### src/rtl/dsarc_pkg.sv
package dsarc_pkg;
   // Result word width on the parallel bus
   localparam int DSARC_WORD_W = 12;
   typedef logic [DSARC_WORD_W-1:0] dsarc_word_t;

   // One simultaneous conversion of a pair
   typedef struct packed {
      dsarc_word_t first;
      dsarc_word_t second;
   } dsarc_pair_s;

   // Pin group after synchronisation
   typedef struct packed {
      logic auto_power_down;
      logic read_n;
      logic chip_select_n;
      logic pair_select;
      logic conversion_start_n;
   } dsarc_pins_s;

   localparam dsarc_pins_s DSARC_PINS_RESET = '{
      auto_power_down: 1'b0,
      read_n: 1'b1,
      chip_select_n: 1'b1,
      pair_select: 1'b0,
      conversion_start_n: 1'b1
   };

   typedef enum logic [1:0] {
      DSARC_IDLE,
      DSARC_CONVERT,
      DSARC_LOAD
   } dsarc_state_e;

   // Timing
   localparam int DSARC_CLOCK_PERIOD_NS = 50;
   localparam int DSARC_CONV_TIME_NS = 3600;
   localparam int DSARC_THROUGHPUT_NS = 4000;
   localparam int DSARC_SYNC_CYCLES = 2;
   localparam int DSARC_DETECT_CYCLES = 1;
   localparam int DSARC_LOAD_CYCLES = 2;
   localparam int DSARC_CNT_W = 7;
   localparam int DSARC_FIFO_DEPTH = 2;
   localparam int DSARC_RESULT_RESET = 0;
endpackage

### src/rtl/dsarc_read_control.sv
`timescale 1ns/1ns
`default_nettype none
module dsarc_read_control
   import dsarc_pkg::*;
#(
   parameter int CONV_TIME_NS = DSARC_CONV_TIME_NS,
   parameter int CLOCK_PERIOD_NS = DSARC_CLOCK_PERIOD_NS
) (
   input wire logic clock,
   input wire logic reset,
   input wire logic conversion_start_n,
   input wire logic pair_select,
   input wire logic chip_select_n,
   input wire logic read_n,
   input wire logic auto_power_down,
   input wire dsarc_pair_s conv_result,
   output logic hold_q,
   output logic busy_q,
   output logic mux_select_q,
   output logic power_down_q,
   output dsarc_word_t data_q,
   output logic data_oe_n_q
);
   // Longest time rounds down
   localparam int CONV_CYCLES = CONV_TIME_NS / CLOCK_PERIOD_NS;
   localparam int BUSY_CYCLES = CONV_CYCLES - DSARC_SYNC_CYCLES - DSARC_DETECT_CYCLES;
   localparam int CONVERT_CYCLES = BUSY_CYCLES - DSARC_LOAD_CYCLES;
   localparam logic [DSARC_CNT_W-1:0] CONVERT_LAST =
      DSARC_CNT_W'(CONVERT_CYCLES - 1);
   localparam int THROUGHPUT_CYCLES = DSARC_THROUGHPUT_NS / CLOCK_PERIOD_NS;

   generate
      if (CONVERT_CYCLES < 1 || CONVERT_CYCLES >= (1 << DSARC_CNT_W) ||
          BUSY_CYCLES + DSARC_SYNC_CYCLES >= THROUGHPUT_CYCLES) begin : g_bad_timing
         $error("dsarc_read_control: conversion timing cannot be served");
      end
   endgenerate

   dsarc_pins_s pins_in;
   dsarc_pins_s meta_q;
   dsarc_pins_s sync_q;
   logic start_prev_q;
   logic read_prev_q;
   dsarc_state_e state_q;
   dsarc_state_e state_d;
   logic [DSARC_CNT_W-1:0] cnt_q;
   logic load_idx_q;
   dsarc_word_t mem_q [DSARC_FIFO_DEPTH];
   logic wr_ptr_q;
   logic rd_ptr_q;
   logic [1:0] count_q;

   assign pins_in = '{
      auto_power_down: auto_power_down,
      read_n: read_n,
      chip_select_n: chip_select_n,
      pair_select: pair_select,
      conversion_start_n: conversion_start_n
   };

   // Two-flop synchronisers; only sync_q is looked at
   always_ff @(posedge clock) begin
      if (reset) begin
         meta_q <= DSARC_PINS_RESET;
         sync_q <= DSARC_PINS_RESET;
      end else begin
         meta_q <= pins_in;
         sync_q <= meta_q;
      end
   end

   wire start_fall = start_prev_q && !sync_q.conversion_start_n;
   wire start_take = start_fall && (state_q == DSARC_IDLE);
   wire read_active = !sync_q.chip_select_n && !sync_q.read_n;
   wire read_end = read_prev_q && !read_active;
   wire conv_done = (state_q == DSARC_CONVERT) && (cnt_q == CONVERT_LAST);

   // Buffer write side: the load sequencer waits on wr_ready
   wire wr_ready = (count_q != 2'(DSARC_FIFO_DEPTH));
   wire wr_valid = (state_q == DSARC_LOAD);
   wire wr_fire = wr_valid && wr_ready;
   wire load_last = wr_fire && load_idx_q;
   dsarc_word_t wr_word;
   assign wr_word = load_idx_q ? conv_result.second : conv_result.first;
   // Buffer read side: drained by the end of each read strobe
   wire rd_valid = (count_q != 2'd0);
   wire rd_fire = rd_valid && read_end;
   dsarc_word_t rd_word;
   assign rd_word = mem_q[rd_ptr_q];

   always_comb begin
      state_d = state_q;
      case (state_q)
         DSARC_IDLE: begin
            if (start_take) begin
               state_d = DSARC_CONVERT;
            end
         end
         DSARC_CONVERT: begin
            if (conv_done) begin
               state_d = DSARC_LOAD;
            end
         end
         DSARC_LOAD: begin
            if (load_last) begin
               state_d = DSARC_IDLE;
            end
         end
         default: state_d = DSARC_IDLE;
      endcase
   end

   always_ff @(posedge clock) begin
      if (reset) begin
         state_q <= DSARC_IDLE;
         start_prev_q <= 1'b1;
         read_prev_q <= 1'b0;
         cnt_q <= '0;
         load_idx_q <= 1'b0;
      end else begin
         state_q <= state_d;
         start_prev_q <= sync_q.conversion_start_n;
         read_prev_q <= read_active;
         cnt_q <= (state_q == DSARC_CONVERT) ? cnt_q + 1'b1 : '0;
         if (wr_fire) begin
            load_idx_q <= !load_idx_q;
         end
      end
   end

   // Track/hold, busy and pair latched at the moment of start
   always_ff @(posedge clock) begin
      if (reset) begin
         hold_q <= 1'b0;
         busy_q <= 1'b0;
         mux_select_q <= 1'b0;
      end else if (start_take) begin
         hold_q <= 1'b1;
         busy_q <= 1'b1;
         mux_select_q <= sync_q.pair_select;
      end else if (load_last) begin
         hold_q <= 1'b0;
         busy_q <= 1'b0;
      end
   end

   // Sleep once results are stored; the start edge wakes the part on the same clock edge that starts conversion
   always_ff @(posedge clock) begin
      if (reset) begin
         power_down_q <= 1'b0;
      end else if (start_take) begin
         power_down_q <= 1'b0;
      end else if (load_last) begin
         power_down_q <= sync_q.auto_power_down;
      end else if (!sync_q.auto_power_down) begin
         power_down_q <= 1'b0;
      end
   end

   // Two-entry buffer; a new start flushes unread words
   always_ff @(posedge clock) begin
      if (reset) begin
         wr_ptr_q <= 1'b0;
         rd_ptr_q <= 1'b0;
         count_q <= 2'd0;
      end else if (start_take) begin
         wr_ptr_q <= 1'b0;
         rd_ptr_q <= 1'b0;
         count_q <= 2'd0;
      end else begin
         if (wr_fire) begin
            wr_ptr_q <= !wr_ptr_q;
         end
         if (rd_fire) begin
            rd_ptr_q <= !rd_ptr_q;
         end
         count_q <= count_q + 2'(wr_fire) - 2'(rd_fire);
      end
   end

   always_ff @(posedge clock) begin
      if (wr_fire) begin
         mem_q[wr_ptr_q] <= wr_word;
      end
   end

   // Bus driven only while chip select and read strobe are both low
   always_ff @(posedge clock) begin
      if (reset) begin
         data_q <= DSARC_WORD_W'(DSARC_RESULT_RESET);
         data_oe_n_q <= 1'b1;
      end else begin
         data_oe_n_q <= !read_active;
         if (read_active && !read_prev_q) begin
            data_q <= rd_valid ? rd_word : DSARC_WORD_W'(DSARC_RESULT_RESET);
         end
      end
   end

   // Helper: busy length
   logic [DSARC_CNT_W-1:0] busy_len_q;
   always_ff @(posedge clock) begin
      if (reset) begin
         busy_len_q <= '0;
      end else begin
         busy_len_q <= busy_q ? busy_len_q + 1'b1 : '0;
      end
   end
endmodule
`default_nettype wire

### config.mk
export PLATFORM = sky130hd
export DESIGN_NAME = dsarc_read_control
export DESIGN_NICKNAME = d
export VERILOG_FILES = /design/src/rtl/dsarc_pkg.sv /design/src/rtl/dsarc_read_control.sv
export SDC_FILE = /design/constraint.sdc
export NUM_CORES = 1
export LEC_CHECK = 0
export BUFFER_PORTS_ARGS = -buffer_cell sky130_fd_sc_hd__clkbuf_2
export CAP_MARGIN = 20
export CORE_MARGIN = 5
export CORE_UTILIZATION = 50
export CTS_CLUSTER_SIZE = 8
export DETAILED_ROUTE_END_ITERATION = 10
export MAX_ROUTING_LAYER = met4
export PLACE_DENSITY = 0.73
export SLEW_MARGIN = 20
export SYNTH_ARGS = -nofsm -noshare
export SYNTH_HDL_FRONTEND = slang
export SYNTH_SLANG_ARGS = --single-unit
### constraint.sdc
create_clock -name clock -period 2.16 [get_ports clock]
set_clock_uncertainty 0.2 [all_clocks]
set_input_delay 0.216 -clock clock [delete_from_list [all_inputs] [get_ports clock]]
set_output_delay 0.216 -clock clock [all_outputs]
set_load 0.02 [all_outputs]
==> run_results.csv <==
group,metric,value,unit
cells_and_area,final_common_cell,"clkbuf_2",
power_and_ir_drop,power-per-cell-area,700,mW/mm^2
yosys,synth-seq-cells,67,
outcome,status,"finished clean",
critical_path,reg2reg_slack,0.05,ns
sta,whs,0.0125,ns
global_route,grt_pass1_vias,1783,
placement,hpwl,3170,um
yosys,avgSynthCellArea,11.7,um^2
cells_and_area,n_fill_cell,400,
sta,fmaxAchievable,474,MHz
global_route,gr-total-overflow,0,
clock_tree,clk_latency,0.33,ns
floorplan,initial_core_util,51.0,%
placement,place_area,0.00287,mm^2
placement,globalplace.congestion,0.755,
clock_tree,cts_tree,"yes",
global_route,grt_usage,16.2,%
cells_and_area,final_cell_area,0.00325,mm^2
cells_and_area,area_delta_synth_final,26.3,%
clock_tree,path_clk_slew,0.07,ns
floorplan,die_x,81.7,um
critical_path,cp.arrival,1.99,ns
cells_and_area,finish.utilization,64.4,%
cells_and_area,final_cell_mix,"47 x clkbuf_2, 43 x dfxtp_1, 24 x mux2_2, 24 x edfxtp_1, 21 x dlygate4sd3_1",
critical_path,end_kind,"flip-flop",
sta,hold_violations,0,
critical_path,critPathKind,"reg2reg",
drt,viasPerCell,4.90,
yosys,synth-seq-area-share,61.5,%
global_route,grt_max_degree,33,
sta,timing.setup.tns,0,ns
floorplan,std_cell_rows,26,
clock_tree,clk_path_buf_depth,2,
drt,totalWireLength,4760,um
global_route,antenna_found_initial,0,
clock_tree,post_cts_buffers,0,
cells_and_area,num_antenna_cells,0,
global_route,grt_first_pass_wirelength,7780,um
clock_tree,htreeDepth,3,
cells_and_area,nNetsFinal,326,
sta,max_slew.worst_pin.slew,0.591,ns
critical_path,path_cells,"buf_4, mux2_2, dlygate4sd3_1",
drt,drtAntennaViolNets,0,
floorplan,io_pins,48,
clock_tree,cts_buffers,9,
flow_run,drv_cap,0,
drt,wl_per_cell,13.0,um
sta,drv_slew,0,
yosys,syn-cell-area,0.00257,mm^2
critical_path,cp_slowest_cell,"dlygate4sd3_1",
drt,drt_iter0_drc,116,
clock_tree,clock-root-buffer,"clkbuf_8",
cells_and_area,drive_gt1_share,33.0,%
yosys,synthCells,220,
critical_path,start_kind,"flip-flop",
drt,drc_errors,0,
critical_path,crit_family,"buffers and inverters",
sta,fin_crit,2.11,ns
critical_path,required,2.04,ns
sta,min_period_over_period,97.7,%
yosys,synth_warnings,0,
drt,vias,1798,
clock_tree,clock-sinks,67,
floorplan,fp.dieArea,0.00667,mm^2
power_and_ir_drop,finalPower,2.27,mW
yosys,synth_top_area_share,33.5,%
floorplan,core,0.00504,mm^2
critical_path,critPathBufInv,2,
floorplan,die_y,81.7,um
yosys,synth_area_leader_cell,"dfxtp_1",
worst_hold_path,hp-class,"in2reg",
yosys,synthTopCellsByArea,"dfxtp_1 33%, edfxtp_1 28%, mux2_2 11%",
sta,rsz0062_at_grt,"no",
sta,setup_viol,0,
placement,numPortBuffers,47,
yosys,ys_types,34,
sta,slew_headroom,60.6,%
drt,firstDrtPassIters,4,
critical_path,cp_max_fo,7,
yosys,synthesis.nets,254,
power_and_ir_drop,p_leak,1.26,nW
critical_path,critPathMaxStageDelay,0.58,ns
power_and_ir_drop,ir_drop,0.000441,V
[routing by layer]
layer | vias up | track usage [%] | wire (um)
met5 | - | - | 0
met4 | 0 | 7.81 | 110
met3 | 13 | 4.93 | 313
met2 | 57 | 27.2 | 2290
met1 | 813 | 17.6 | 2040
li1 | 915 | - | -
[per-stage QoR]
step                cells  worst slack [ns]
finish                367            0.0505
global route          367            0.0168
CTS                   366            0.0811
detailed placement    330             0.172
global placement      330             0.223
floorplan             220             0.314
[sequential cells by signal (all words and copies together), names as in the netlist, named ones only]
signal / flops
power_down_q: 1
data_oe_n_q: 1
sync_q: 5
load_idx_q: 1
start_prev_q: 1
meta_q: 5
data_q: 12
busy_q: 1
count_q: 2
rd_ptr_q: 1
read_prev_q: 1
mem_q: 24
wr_ptr_q: 1
mux_select_q: 1
state_q: 2
cnt_q: 7
[logic make-up (layout without fill, tap and decap cells)]
| family | Yosys count | in the layout | synth area share [%] |
|---|---|---|---|
| AO/OA/AOI/OAI | 29 | 29 | 6.23 |
| XOR/XNOR | 6 | 6 | 2.04 |
| adder cells (fa/ha/maj) | 3 | 3 | 1.46 |
| buffers and inverters | 17 | 94 | 2.82 |
| flip-flops | 67 | 67 | 61.5 |
| multiplexers | 26 | 26 | 11.3 |
| AND/OR/NAND/NOR | 72 | 72 | 14.6 |
[power by group]
part | total (mW) | switching [mW] | internal [mW]
clock network | 0.846 | 0.442 | 0.404
logic | 0.104 | 0.0393 | 0.0649
registers | 1.32 | 0.00550 | 1.32
total | 2.27 | 0.486 | 1.79
[area by class of cell]
type	instances	area (um^2)	area share [%]
tap	70	87.6	2.70
timing repair buffer	72	475	14.6
clock inverter	6	32.5	1.00
sequential	67	1580	48.7
multi-input combinational	136	918	28.3
clock buffer	10	128	3.93
inverter	6	22.5	0.694
[what timing repair did]
item	in CTS	in global routing
hold buffers	20	1
resized for setup	0	1
hold endpoints to repair	22	2
endpoints found under the setup margin	0	1
[synth_stat cells]
master,count
nor4_1,1
nand2b_2,1
or4_1,1
o31ai_1,1
or3_1,5
a21oi_1,19
clkbuf_1,6
nand2b_1,2
nor3_1,1
buf_4,1
edfxtp_1,24
mux2i_1,2
o21ai_0,5
nand3_1,15
nor3b_1,1
or4b_1,1
xor2_1,4
ha_1,3
nor2b_1,6
xnor2_1,2
o221ai_1,1
nand2_1,16
buf_2,4
a31oi_1,1
inv_1,6
nor2_1,11
or3b_1,1
a21boi_1,1
or2_2,8
dfxtp_1,43
nand3b_1,1
o21ba_1,1
and3_1,1
mux2_2,24
[path summary, 6_finish.rpt]
check | start | to | cells past startpoint
worst min-delay path | conv_result[18] | mem_q[1][6] | 2
worst max-delay path | load_idx_q | mem_q[1][9] | 3
worst min register to register | meta_q[0] | sync_q[0] | 1
worst max register to register | load_idx_q | mem_q[1][9] | 3
Power figures use the tool's default switching activity.
